==> src/design/die_ctrl_regs.svh <==
// Purpose: Offsets, field positions, reset values and timing of the die control block
// Assumes: 8-bit registers on the serial register port
// Notes: Definitions only
`ifndef DIE_CTRL_REGS_SVH
`define DIE_CTRL_REGS_SVH
`define SYSTEM_CONTROL_REGISTER_OFS 5'h00
`define AMUX_OFS 5'h08
`define SYSTEM_STATUS_REGISTER_OFS 5'h0C
`define RCAUSE_OFS 5'h0D
`define SYSTEM_CONTROL_REGISTER_POWER_STAGE_ENABLE_BIT 7
`define SYSTEM_CONTROL_REGISTER_SLEEP_BIT 5
`define SYSTEM_CONTROL_REGISTER_SLEW_LSB 0
`define SYSTEM_CONTROL_REGISTER_RESET 8'h00
`define SLEW_20K 2'h0
`define SLEW_10K 2'h1
`define AMUX_RESET 8'h00
`define AMUX_CURRENT_SOURCE_ENABLE_BIT 7
`define AMUX_LEVEL_LSB 5
`define AMUX_GAIN_BIT 4
`define AMUX_SS_LSB 0
`define MUX_SOURCES 4'hC
`define MUX_IDLE 4'hF
`define SYSTEM_STATUS_REGISTER_CL_BIT 7
`define RCAUSE_POR_BIT 7
`define RCAUSE_WDR_BIT 5
`define RCAUSE_BUSW_BIT 1
`define RCAUSE_PINW_BIT 0
`define RCAUSE_RESET 8'h80
`define CLK_PERIOD_NS 50
`define LIMIT_TIME_NS 20000
`define LIMIT_CYCLES (`LIMIT_TIME_NS / `CLK_PERIOD_NS)
`define WAKE_REPORT_CYCLES 2
`endif

==> src/design/die_ctrl_pkg.sv <==
// Purpose: Types shared by the die control block
// Assumes: Nothing beyond the register header
// Notes: Types only
package die_ctrl_pkg;
  typedef enum logic [1:0] {
    RUN = 2'b00,
    SLEEP = 2'b01,
    WAKE_WAIT = 2'b10
  } power_state_type;
  typedef struct packed {
    logic cs_enable;
    logic [1:0] cs_level;
    logic gain_low;
    logic [3:0] source;
  } mux_ctrl_type;
endpackage

==> src/design/die_ctrl.sv <==
// Purpose: Serial register port, bus transmitter control, sleep and wake, analog mux control
// Assumes: ref_clk 20 MHz; serial port mode 0, MSB first, 16-bit frames
// Notes: Pins except cs_to_calibration_pin and watchdog_reset pass two flip-flops before use
// Contract
// - Watchdog reset clears registers except reset cause
// - Sleep turns regulator off, holds reset low
// - Bus or wake pin wake, unmaskable, like power-on
// - Wake sets bus or pin wake flag
// - Transmitter off until power stage enable set
// - Two-bit slew select, reset selects 20 kbit/s
// - Current limit sets flag, later disables transmitter
// - Transmit low drives bus dominant, high recessive
// - Undriven transmit input reads as high; no pull-up here, the transmit synchroniser resets high, as do the select and receive ones
// - Bus wake reported two clocks after edge
// - Four-bit source select picks twelve sources
// - Gain bit sets half-bridge sense scaling
// - Current source enable switches source on/off
// - Reset clears current source enable
// - Current source routable to calibration pin
// - Level field four rising levels, reset 00
// - Gain bit one low, zero high, reset 0
// - Codes 0-3 half-bridges, 4 high-side one
`timescale 1ns/1ps
`include "die_ctrl_regs.svh"
module die_ctrl
  import die_ctrl_pkg::*;
#(
  parameter int LIMIT_CYCLES = `LIMIT_CYCLES
) (
  input wire logic ref_clk,
  input wire logic rst_n,
  input wire logic spi_sclk,
  input wire logic spi_ss_n,
  input wire logic spi_mosi,
  output logic spi_miso,
  output logic spi_miso_oe_n,
  input wire logic tx_data,
  input wire logic bus_rx,
  input wire logic bus_current_limit,
  input wire logic wake_pin_input,
  input wire logic watchdog_reset,
  input wire logic cs_to_calibration_pin,
  output logic bus_out,
  output logic bus_oe_n,
  output logic [1:0] bus_slew_select,
  output logic regulator_enable,
  output logic reset_out_n,
  output mux_ctrl_type analog_mux_output_ctrl,
  output logic cs_to_analog_input,
  output logic cs_to_calibration
);
  initial begin
    if (LIMIT_CYCLES < 1 || LIMIT_CYCLES > 65535) $error("LIMIT_CYCLES out of range");
  end
  ////////////////////////////////////////////////////////////////////////////
  // Pin synchronisers
  logic [1:0] sclk_s, ss_s, mosi_s, tx_s, rx_s, cl_s, wk_s;
  logic sclk_d, ss_d, rx_d;
  always_ff @(posedge ref_clk or negedge rst_n) begin
    if (!rst_n) begin
      sclk_s <= 2'b00;
      ss_s <= 2'b11;
      mosi_s <= 2'b00;
      tx_s <= 2'b11;
      rx_s <= 2'b11;
      cl_s <= 2'b00;
      wk_s <= 2'b00;
      sclk_d <= 1'b0;
      ss_d <= 1'b1;
      rx_d <= 1'b1;
    end else begin
      sclk_s <= {sclk_s[0], spi_sclk};
      ss_s <= {ss_s[0], spi_ss_n};
      mosi_s <= {mosi_s[0], spi_mosi};
      tx_s <= {tx_s[0], tx_data};
      rx_s <= {rx_s[0], bus_rx};
      cl_s <= {cl_s[0], bus_current_limit};
      wk_s <= {wk_s[0], wake_pin_input};
      sclk_d <= sclk_s[1];
      ss_d <= ss_s[1];
      rx_d <= rx_s[1];
    end
  end
  logic sclk_rise, sclk_fall, ss_fall, ss_rise, rx_rise;
  assign sclk_rise = sclk_s[1] & ~sclk_d & ~ss_s[1];
  assign sclk_fall = ~sclk_s[1] & sclk_d & ~ss_s[1];
  assign ss_fall = ~ss_s[1] & ss_d;
  assign ss_rise = ss_s[1] & ~ss_d;
  assign rx_rise = rx_s[1] & ~rx_d;
  ////////////////////////////////////////////////////////////////////////////
  // Registers and serial frame
  logic [7:0] system_control_register_reg, amux_reg, rcause_reg, status_byte, rd_data;
  logic [15:0] shift_reg, frame_reg;
  logic [4:0] bit_cnt_reg;
  logic cl_flag_reg, shutdown_reg, wake_event, clear_regs, write_ok;
  logic [4:0] addr;
  power_state_type state_reg;
  logic [1:0] wake_pipe_reg;
  logic [15:0] limit_cnt_reg;
  assign status_byte = {cl_flag_reg, 7'h00};
  assign addr = shift_reg[5:1];
  always_comb begin
    if (addr == `SYSTEM_CONTROL_REGISTER_OFS) begin
      rd_data = {system_control_register_reg[7], 5'h00, system_control_register_reg[1:0]};
    end else if (addr == `AMUX_OFS) begin
      rd_data = amux_reg;
    end else if (addr == `SYSTEM_STATUS_REGISTER_OFS) begin
      rd_data = status_byte;
    end else if (addr == `RCAUSE_OFS) begin
      rd_data = rcause_reg;
    end else begin
      rd_data = 8'h00;
    end
  end
  // Even parity over read/write flag and address, writes only
  assign write_ok = ss_rise && bit_cnt_reg == 5'h10 && !shift_reg[10] && ^shift_reg[15:9] == 1'b0;
  assign clear_regs = watchdog_reset | wake_event;
  always_ff @(posedge ref_clk or negedge rst_n) begin
    if (!rst_n) begin
      shift_reg <= 16'h0000;
      frame_reg <= 16'h0000;
      bit_cnt_reg <= 5'h00;
      spi_miso <= 1'b1;
      spi_miso_oe_n <= 1'b1;
    end else if (ss_fall) begin
      bit_cnt_reg <= 5'h00;
      frame_reg <= {status_byte, 8'h00};
      spi_miso <= status_byte[7];
      spi_miso_oe_n <= 1'b0;
    end else if (ss_s[1]) begin
      spi_miso_oe_n <= 1'b1;
    end else if (sclk_rise && bit_cnt_reg < 5'h10) begin
      shift_reg <= {shift_reg[14:0], mosi_s[1]};
      bit_cnt_reg <= bit_cnt_reg + 5'h01;
      if (bit_cnt_reg == 5'h06) begin
        frame_reg[7:0] <= rd_data;
      end
    end else if (sclk_fall && bit_cnt_reg < 5'h10) begin
      spi_miso <= frame_reg[4'(4'hF - bit_cnt_reg[3:0])];
    end
  end
  // System control
  always_ff @(posedge ref_clk or negedge rst_n) begin
    if (!rst_n) begin
      system_control_register_reg <= `SYSTEM_CONTROL_REGISTER_RESET;
    end else if (clear_regs) begin
      system_control_register_reg <= `SYSTEM_CONTROL_REGISTER_RESET;
    end else if (write_ok && shift_reg[15:11] == `SYSTEM_CONTROL_REGISTER_OFS) begin
      system_control_register_reg <= shift_reg[7:0];
    end else begin
      system_control_register_reg[`SYSTEM_CONTROL_REGISTER_SLEEP_BIT] <= 1'b0;
    end
  end
  // Analog mux and current source control
  always_ff @(posedge ref_clk or negedge rst_n) begin
    if (!rst_n) begin
      amux_reg <= `AMUX_RESET;
    end else if (clear_regs) begin
      amux_reg <= `AMUX_RESET;
    end else if (write_ok && shift_reg[15:11] == `AMUX_OFS) begin
      amux_reg <= shift_reg[7:0];
    end
  end
  // Reset cause: survives watchdog, bits cleared by writing one, set wins
  always_ff @(posedge ref_clk or negedge rst_n) begin
    if (!rst_n) begin
      rcause_reg <= `RCAUSE_RESET;
    end else begin
      for (int i = 0; i < 8; i++) begin
        if (write_ok && shift_reg[15:11] == `RCAUSE_OFS && shift_reg[i]) begin
          rcause_reg[i] <= 1'b0;
        end
      end
      if (watchdog_reset) begin
        rcause_reg[`RCAUSE_WDR_BIT] <= 1'b1;
      end
      if (wake_event) begin
        rcause_reg[`RCAUSE_POR_BIT] <= 1'b1;
        rcause_reg[`RCAUSE_BUSW_BIT] <= wake_pipe_reg[1];
        rcause_reg[`RCAUSE_PINW_BIT] <= wk_s[1];
      end
    end
  end
  ////////////////////////////////////////////////////////////////////////////
  // Sleep and wake
  assign wake_event = state_reg == WAKE_WAIT && (wake_pipe_reg[1] || wk_s[1]);
  always_ff @(posedge ref_clk or negedge rst_n) begin
    if (!rst_n) begin
      state_reg <= RUN;
      wake_pipe_reg <= 2'b00;
    end else begin
      wake_pipe_reg <= {wake_pipe_reg[0], state_reg != RUN && rx_rise};
      case (state_reg)
        RUN: begin
          if (system_control_register_reg[`SYSTEM_CONTROL_REGISTER_SLEEP_BIT] && !watchdog_reset) begin
            state_reg <= SLEEP;
          end
        end
        SLEEP: begin
          state_reg <= WAKE_WAIT;
        end
        WAKE_WAIT: begin
          if (wake_event) begin
            state_reg <= RUN;
          end
        end
        default: begin
          state_reg <= RUN;
        end
      endcase
    end
  end
  always_ff @(posedge ref_clk or negedge rst_n) begin
    if (!rst_n) begin
      regulator_enable <= 1'b1;
      reset_out_n <= 1'b0;
    end else begin
      regulator_enable <= state_reg == RUN;
      reset_out_n <= state_reg == RUN && !clear_regs;
    end
  end
  ////////////////////////////////////////////////////////////////////////////
  // Bus transmitter
  always_ff @(posedge ref_clk or negedge rst_n) begin
    if (!rst_n) begin
      cl_flag_reg <= 1'b0;
      limit_cnt_reg <= 16'h0000;
      shutdown_reg <= 1'b0;
    end else begin
      cl_flag_reg <= cl_s[1] & ~clear_regs;
      if (!cl_s[1] || clear_regs) begin
        limit_cnt_reg <= 16'h0000;
      end else if (limit_cnt_reg < 16'(LIMIT_CYCLES)) begin
        limit_cnt_reg <= limit_cnt_reg + 16'h0001;
      end
      if (clear_regs || !system_control_register_reg[`SYSTEM_CONTROL_REGISTER_POWER_STAGE_ENABLE_BIT]) begin
        shutdown_reg <= 1'b0;
      end else if (limit_cnt_reg == 16'(LIMIT_CYCLES)) begin
        shutdown_reg <= 1'b1;
      end
    end
  end
  always_ff @(posedge ref_clk or negedge rst_n) begin
    if (!rst_n) begin
      bus_out <= 1'b0;
      bus_oe_n <= 1'b1;
      bus_slew_select <= `SLEW_20K;
    end else begin
      bus_out <= 1'b0;
      bus_oe_n <= !(system_control_register_reg[`SYSTEM_CONTROL_REGISTER_POWER_STAGE_ENABLE_BIT] && !shutdown_reg && state_reg == RUN &&
                    !tx_s[1]);
      bus_slew_select <= system_control_register_reg[1:0];
    end
  end
  ////////////////////////////////////////////////////////////////////////////
  // Analog mux outputs
  always_ff @(posedge ref_clk or negedge rst_n) begin
    if (!rst_n) begin
      analog_mux_output_ctrl <= '0;
      cs_to_analog_input <= 1'b0;
      cs_to_calibration <= 1'b0;
    end else begin
      analog_mux_output_ctrl.cs_enable <= amux_reg[`AMUX_CURRENT_SOURCE_ENABLE_BIT];
      analog_mux_output_ctrl.cs_level <= amux_reg[6:5];
      analog_mux_output_ctrl.gain_low <= amux_reg[`AMUX_GAIN_BIT];
      analog_mux_output_ctrl.source <= amux_reg[3:0] < `MUX_SOURCES ? amux_reg[3:0]
                                       : `MUX_IDLE;
      cs_to_analog_input <= amux_reg[`AMUX_CURRENT_SOURCE_ENABLE_BIT] & ~cs_to_calibration_pin;
      cs_to_calibration <= amux_reg[`AMUX_CURRENT_SOURCE_ENABLE_BIT] & cs_to_calibration_pin;
    end
  end
  ////////////////////////////////////////////////////////////////////////////
  // Checks
  wdog_keeps_cause_a: assert property (@(posedge ref_clk) disable iff (!rst_n)
    watchdog_reset && !wake_event |=> amux_reg == 8'h00 && rcause_reg[`RCAUSE_WDR_BIT])
    else $error("watchdog reset handling wrong");
  sleep_outputs_a: assert property (@(posedge ref_clk) disable iff (!rst_n)
    state_reg != RUN |=> !regulator_enable && !reset_out_n)
    else $error("sleep does not hold regulator and reset");
  bus_wake_delay_a: assert property (@(posedge ref_clk) disable iff (!rst_n)
    state_reg == WAKE_WAIT && rx_rise && !wk_s[1] ##1 state_reg == WAKE_WAIT [*1] |=>
    wake_event ##1 rcause_reg[`RCAUSE_BUSW_BIT])
    else $error("bus wake not reported after two clocks");
  wake_clears_a: assert property (@(posedge ref_clk) disable iff (!rst_n)
    wake_event |=> state_reg == RUN && system_control_register_reg == 8'h00 && amux_reg == 8'h00)
    else $error("wake did not act as power-on");
  tx_enable_a: assert property (@(posedge ref_clk) disable iff (!rst_n)
    !system_control_register_reg[`SYSTEM_CONTROL_REGISTER_POWER_STAGE_ENABLE_BIT] |=> bus_oe_n)
    else $error("transmitter active without enable");
  tx_follow_a: assert property (@(posedge ref_clk) disable iff (!rst_n)
    system_control_register_reg[`SYSTEM_CONTROL_REGISTER_POWER_STAGE_ENABLE_BIT] && !shutdown_reg && state_reg == RUN && !tx_s[1] |=> !bus_oe_n)
    else $error("low transmit input did not drive bus");
  limit_shutdown_a: assert property (@(posedge ref_clk) disable iff (!rst_n)
    limit_cnt_reg == 16'(LIMIT_CYCLES) && system_control_register_reg[`SYSTEM_CONTROL_REGISTER_POWER_STAGE_ENABLE_BIT] && !clear_regs |=> shutdown_reg ##1 bus_oe_n)
    else $error("current limit did not shut transmitter");
  mux_idle_a: assert property (@(posedge ref_clk) disable iff (!rst_n)
    amux_reg[3:0] >= `MUX_SOURCES && !clear_regs |=> analog_mux_output_ctrl.source == `MUX_IDLE)
    else $error("undefined source code not idle");
  cs_switch_a: assert property (@(posedge ref_clk) disable iff (!rst_n)
    !amux_reg[`AMUX_CURRENT_SOURCE_ENABLE_BIT] |=> !cs_to_analog_input && !cs_to_calibration)
    else $error("current source on while disabled");
endmodule

==> config.mk <==
export PLATFORM = sky130hd
export DESIGN_NAME = die_ctrl
export DESIGN_NICKNAME = d
export VERILOG_FILES = /design/src/design/die_ctrl_pkg.sv /design/src/design/die_ctrl.sv
export VERILOG_INCLUDE_DIRS = /design/src /design/src/design
export SDC_FILE = /design/constraint.sdc
export NUM_CORES = 1
export LEC_CHECK = 0
export ABC_AREA = 1
export ABC_CLOCK_PERIOD_IN_PS = 2400
export BUFFER_PORTS_ARGS = -buffer_cell sky130_fd_sc_hd__buf_2
export CAP_MARGIN = 0
export CORE_MARGIN = 8
export CORE_UTILIZATION = 55
export CTS_CLUSTER_DIAMETER = 60
export DETAILED_ROUTE_END_ITERATION = 6
export PLACE_DENSITY = 0.79
export RECOVER_POWER = 25
export SETUP_SLACK_MARGIN = 0.02
export SYNTH_ARGS = -nofsm -noshare
export SYNTH_HDL_FRONTEND = slang
export SYNTH_SLANG_ARGS = --single-unit
==> constraint.sdc <==
create_clock -name ref_clk -period 2.4 [get_ports ref_clk]
set_input_delay 0.12 -clock ref_clk [delete_from_list [all_inputs] [get_ports ref_clk]]
set_output_delay 0.12 -clock ref_clk [all_outputs]
set_load 0.1 [all_outputs]
# After elaboration in Yosys (flattened, before gate mapping)
# Cells that the tools add are included.
# totals
register_bits	106
inputBits	11
output_inout_bits	18
elab_cells	171
# classes
n_bitwise	20
addsub	3
muxes	40
n_eq_ne	14
reduce_logical	52
order_cmp	4
# op_table
op	count
$mux W8	11
$mux W16	2
$reduce_bool A2 Y1	13
$eq A5 B4 Y1 const B	5
$mux W5	4
$logic_and A1 B1 Y1	19
$add A16 B1 Y16 const B	1
$eq A16 B9 Y1 const B	1
$lt A16 B9 Y1 const B	1
$mux W1	16
$and A1 B1 Y1	10
$logic_not A5 Y1	2
$not A1 Y1	9
$reduce_and A3 Y1	3
$logic_not A1 Y1	8
$mux W2	4
$reduce_xor A7 Y1	1
$ne A2 B2 Y1 const B	3
$pmux W2 S3	1
$add A5 B1 Y5 const B	1
$eq A5 B3 Y1 const B	1
$eq A5 B5 Y1 const B	1
$lt A4 B5 Y1 const B	1
$lt A5 B5 Y1 const B	1
other kinds (11)	14

# Depth between registers and ports, before layout
# depth
ltp_word	9
depth_mapped	10
mapped_depth_nobuf	10

# Worst setup path before layout
# Ideal clock, no wire load.
# synth_timing
kind	register to register
start	reg shift_reg[13]
end	reg system_control_register_reg[0]
path_stages_with_launch	9
setup_time_ps	118
n_path_buf	0
setup_slack_ps	900
synth_period_minus_slack_ps	1500
arrival_time_ps	1382
required_time_ps	2282
path_cell_list	dfrtp_1 > inv_1 > ha_1 > xor2_1 > nand3_1 > nand2_2 > nand3_1 > nand3_1 > nand2_1
# synth_via
elab_chain_len	5
word_cells_on_any_way	6
classes_between	bitwise: 1; reduce/logical: 5
# synth_rtl
element	line_no	rtl
from (decl)	die_ctrl.sv:93	logic [15:0] shift_reg, frame_reg;
from (signal assigned)	die_ctrl.sv:133	shift_reg <= {shift_reg[14:0], mosi_s[1]};
$reduce_xor A7 Y1	die_ctrl.sv:116	assign write_ok = ss_rise && bit_cnt_reg == 5'h10 && !shift_reg[10] && ^shift_reg[15:9] == 1'b0;
$not A1 Y1	die_ctrl.sv:116	
$logic_and A1 B1 Y1	die_ctrl.sv:116	
$logic_and A1 B1 Y1 (no line) (*)	n/a	
$reduce_bool A2 Y1 (no line) (*)	n/a	
to (signal assigned)	die_ctrl.sv:145	system_control_register_reg <= `SYSTEM_CONTROL_REGISTER_RESET;
to (signal assigned)	die_ctrl.sv:147	system_control_register_reg <= `SYSTEM_CONTROL_REGISTER_RESET;
to (signal assigned)	die_ctrl.sv:149	system_control_register_reg <= shift_reg[7:0];
to (decl)	die_ctrl.sv:92	logic [7:0] system_control_register_reg, amux_reg, rcause_reg, status_byte, rd_data;
# Every way passes the cells marked *; elsewhere a longest branch is shown, timed or not.
# A chain may end at the register's enable or synchronous reset.

# Worst setup path after layout
# layout_timing
start	reg bit_cnt_reg[0]
end	reg frame_reg[7]
# layout_via
elab_chain_len	4
word_cells_on_any_way	6
classes_between	order compare: 1; eq/ne: 1; reduce/logical: 4
# layout_rtl
element	line_no	rtl
from (decl)	die_ctrl.sv:94	logic [4:0] bit_cnt_reg;
from (signal assigned)	die_ctrl.sv:134	bit_cnt_reg <= bit_cnt_reg + 5'h01;
$lt A5 B5 Y1	die_ctrl.sv:132	end else if (sclk_rise && bit_cnt_reg < 5'h10) begin
$logic_and A1 B1 Y1	die_ctrl.sv:132	
$reduce_bool A2 Y1 (no line)	n/a	
$reduce_and A3 Y1 (no line) (*)	n/a	
to (signal assigned)	die_ctrl.sv:127	frame_reg <= {status_byte, 8'h00};
to (signal assigned)	die_ctrl.sv:136	frame_reg[7:0] <= rd_data;
to (decl)	die_ctrl.sv:93	
# Marked as above.

==> metrics <==
Syn Inst Count=459; Tightest Pin Transition=1.10 ns; Area Growth Syn to Fin=12.5%; first-pass GRT wire length=14.5 mm; Synth cell types=36; dpl hpwl=5.60 mm; final worst-path cycle share=73.4%; final hold vios=0; Slew HR=26.8%; DR pass1 iterations=5; H-tree depth=3; # diodes=0; Hold Path Class=reg -> reg; total I/O pin count=29; routed wire length=7.92 mm; DRC=0; TritonCTS clock tree=done; Net Count, Synth=479; FILL cells=642; Initial Util=56.5%; CP Capture Type=register; die width=105 um; worst-path fanout max=11; Yosys reg bits=102; CTS clock-pin slew for the worst setup and hold paths=0.10 ns; via count=3104; Fin Setup TNS=0 ns; clk_skew=0.0138 ns; Mean Syn Cell Area=9.52 um2; proportion of layout cells with a drive suffix above 1=16.3%; site row count=32; outcome=finished, final reports clean; placed cell count=580; port bufs=27; DP Area=4600 um2; fmax=0.568 GHz; Final Max Tran Viols=0; required time worst endpoint=2.72 ns; drt first-iter violations=192; global-route total usage across every layer=16.0%; metal2 WL=3.80 mm; worst-path cell chain=inv_2, ha_1, nand2_1, nor3_1, nand2_2, nand2_2, nand2_1, a21oi_1, nand2_1, nand2_1; vias in the first global route=3160; final setup fails=0; power per cell area=654 nW/um2; Ys Warns=0; commonest non-fill, non-tap cells in the layout=96 x nand2_1, 89 x dfrtp_1, 55 x inv_1; DR vias/cell=5.12; cell taking the most area after synthesis=dfrtp_1; die height=105 um; RePlAce Congestion=0.915; Met1 Routed Length=3.61 mm; met3 WL=349 um; Final #Nets=519; pin count of the biggest net entering global routing=60; RSZ-0062 raised after global routing=false; synthesized area=4370 um2; TritonCTS Sinks=102; highest routed layer=met4; Clock Latency Late Sink=0.38 ns; Max Cap Viol=0; slowest stage delay, CP=0.47 ns; deepest clock path buffer count=2; total power=3.21 mW; Post-Layout Inst Area=4910 um2; GR Overflow Total=0; Worst Setup Path Type=reg -> reg; CP max-delay cell=dfrtp_1; drt wl/cell=13.1 um; initial antenna violation count=0; area share of the largest cell type after synthesis=51.0%; Synth area leaders=dfrtp_1 51%, nand2_1 8.2%, dfstp_2 7.8%; Root Buffer Master=clkbuf_8; die area=11000 um2; most common cell after layout, fill and taps aside=nand2_1; TritonCTS Buffers=9; CP dominant cell by count=nand2_1; minimum clock period=1.76 ns; Seq/Total Area, Yosys=58.8%; maximum VDD drop=445 uV; Cell Count, Final, Fillers Out=606; CP startpoint kind=register; Core Area=7730 um2; Crit path arrival time=2.08 ns; Antenna Violating Nets Remaining=0; Leak=2.43 nW
==> cell families after synthesis <==
logic type	after synthesis	synth area share (%)
AND/OR/NAND/NOR	219	24.4
buffers and inverters	71	6.73
AO/OA/AOI/OAI	51	6.22
adder cells (fa/ha/maj)	9	2.58
XOR/XNOR	6	1.20
other	1	0.0859
flip-flops	102	58.8
==> layer usage <==
metal | vias up | global-route usage, %
li1 | 1548 | -
met1 | 1493 | 20.0
met2 | 50 | 25.5
met3 | 13 | 4.36
met4 | 0 | 7.03
met5 | - | 0
==> final timing paths <==
check                                from             end  slack, ns  cells after the start
hold reg to reg                 sclk_s[0]       sclk_s[1]       0.36                      0
min in group asynchronous           rst_n  bit_cnt_reg[3]       0.47                      2
setup reg to reg           bit_cnt_reg[0]    frame_reg[7]       0.64                     10
hold / removal                  sclk_s[0]       sclk_s[1]       0.36                      0
max in group asynchronous           rst_n   rcause_reg[7]       1.04                      3
setup / recovery           bit_cnt_reg[0]    frame_reg[7]       0.64                     10
==> area by class of cell <==
class / instances / area (um2) / area share [%]
tap: 102 / 128 / 2.60
sequential: 102 / 2570 / 52.3
inverter: 61 / 229 / 4.66
clock buffer: 9 / 124 / 2.52
timing repair buffer: 39 / 263 / 5.35
clock inverter: 7 / 96.3 / 1.96
multi-input combinational: 286 / 1510 / 30.6
==> stage by stage <==
stage	hold slack, ns	worst slack [ns]	util [%]
floorplan	-0.176	0.900	-
global placement	0.143	0.661	59.5
detailed placement	0.151	0.676	59.5
CTS	0.267	0.647	63.6
global route	0.353	0.471	63.6
finish	0.356	0.638	63.6
==> synth_stat cells, drive strengths merged <==
library cell  count
o21bai            2
o22ai             1
nor4              1
nand4             9
conb              1
nor2             40
xor2              4
inv              61
nor3              8
dfrtp            89
o21ai            32
clkbuf            2
and3              1
a21oi            12
dfstp            13
a21boi            1
xnor2             2
o21a              1
nand3b            3
buf               8
o31ai             2
ha                9
nand3            55
nand2           102
==> power by group <==
| part | switching (mW) | leakage (nW) | total [mW] | internal (mW) |
|---|---|---|---|---|
| sequential | 0.0463 | 1.34 | 1.83 | 1.78 |
| clock | 0.693 | 0.109 | 1.13 | 0.435 |
| combinational | 0.186 | 0.982 | 0.259 | 0.0727 |
==> worst max-delay path: cells and delay by family, from the launching register on <==
kind	cells	cell delay [ns]
AO/OA/AOI/OAI	1	0.12
adder cells (fa/ha/maj)	1	0.16
buffers and inverters	1	0.16
flip-flops	1	0.47
AND/OR/NAND/NOR	7	0.79
==> repair_timing <==
item / in CTS / in global routing
resized for setup: 0 / 0
hold endpoints to repair: 53 / 0
setup buffers: 0 / 0
hold buffers: 10 / 0
No activity file was read; power rests on OpenSTA's default activity.
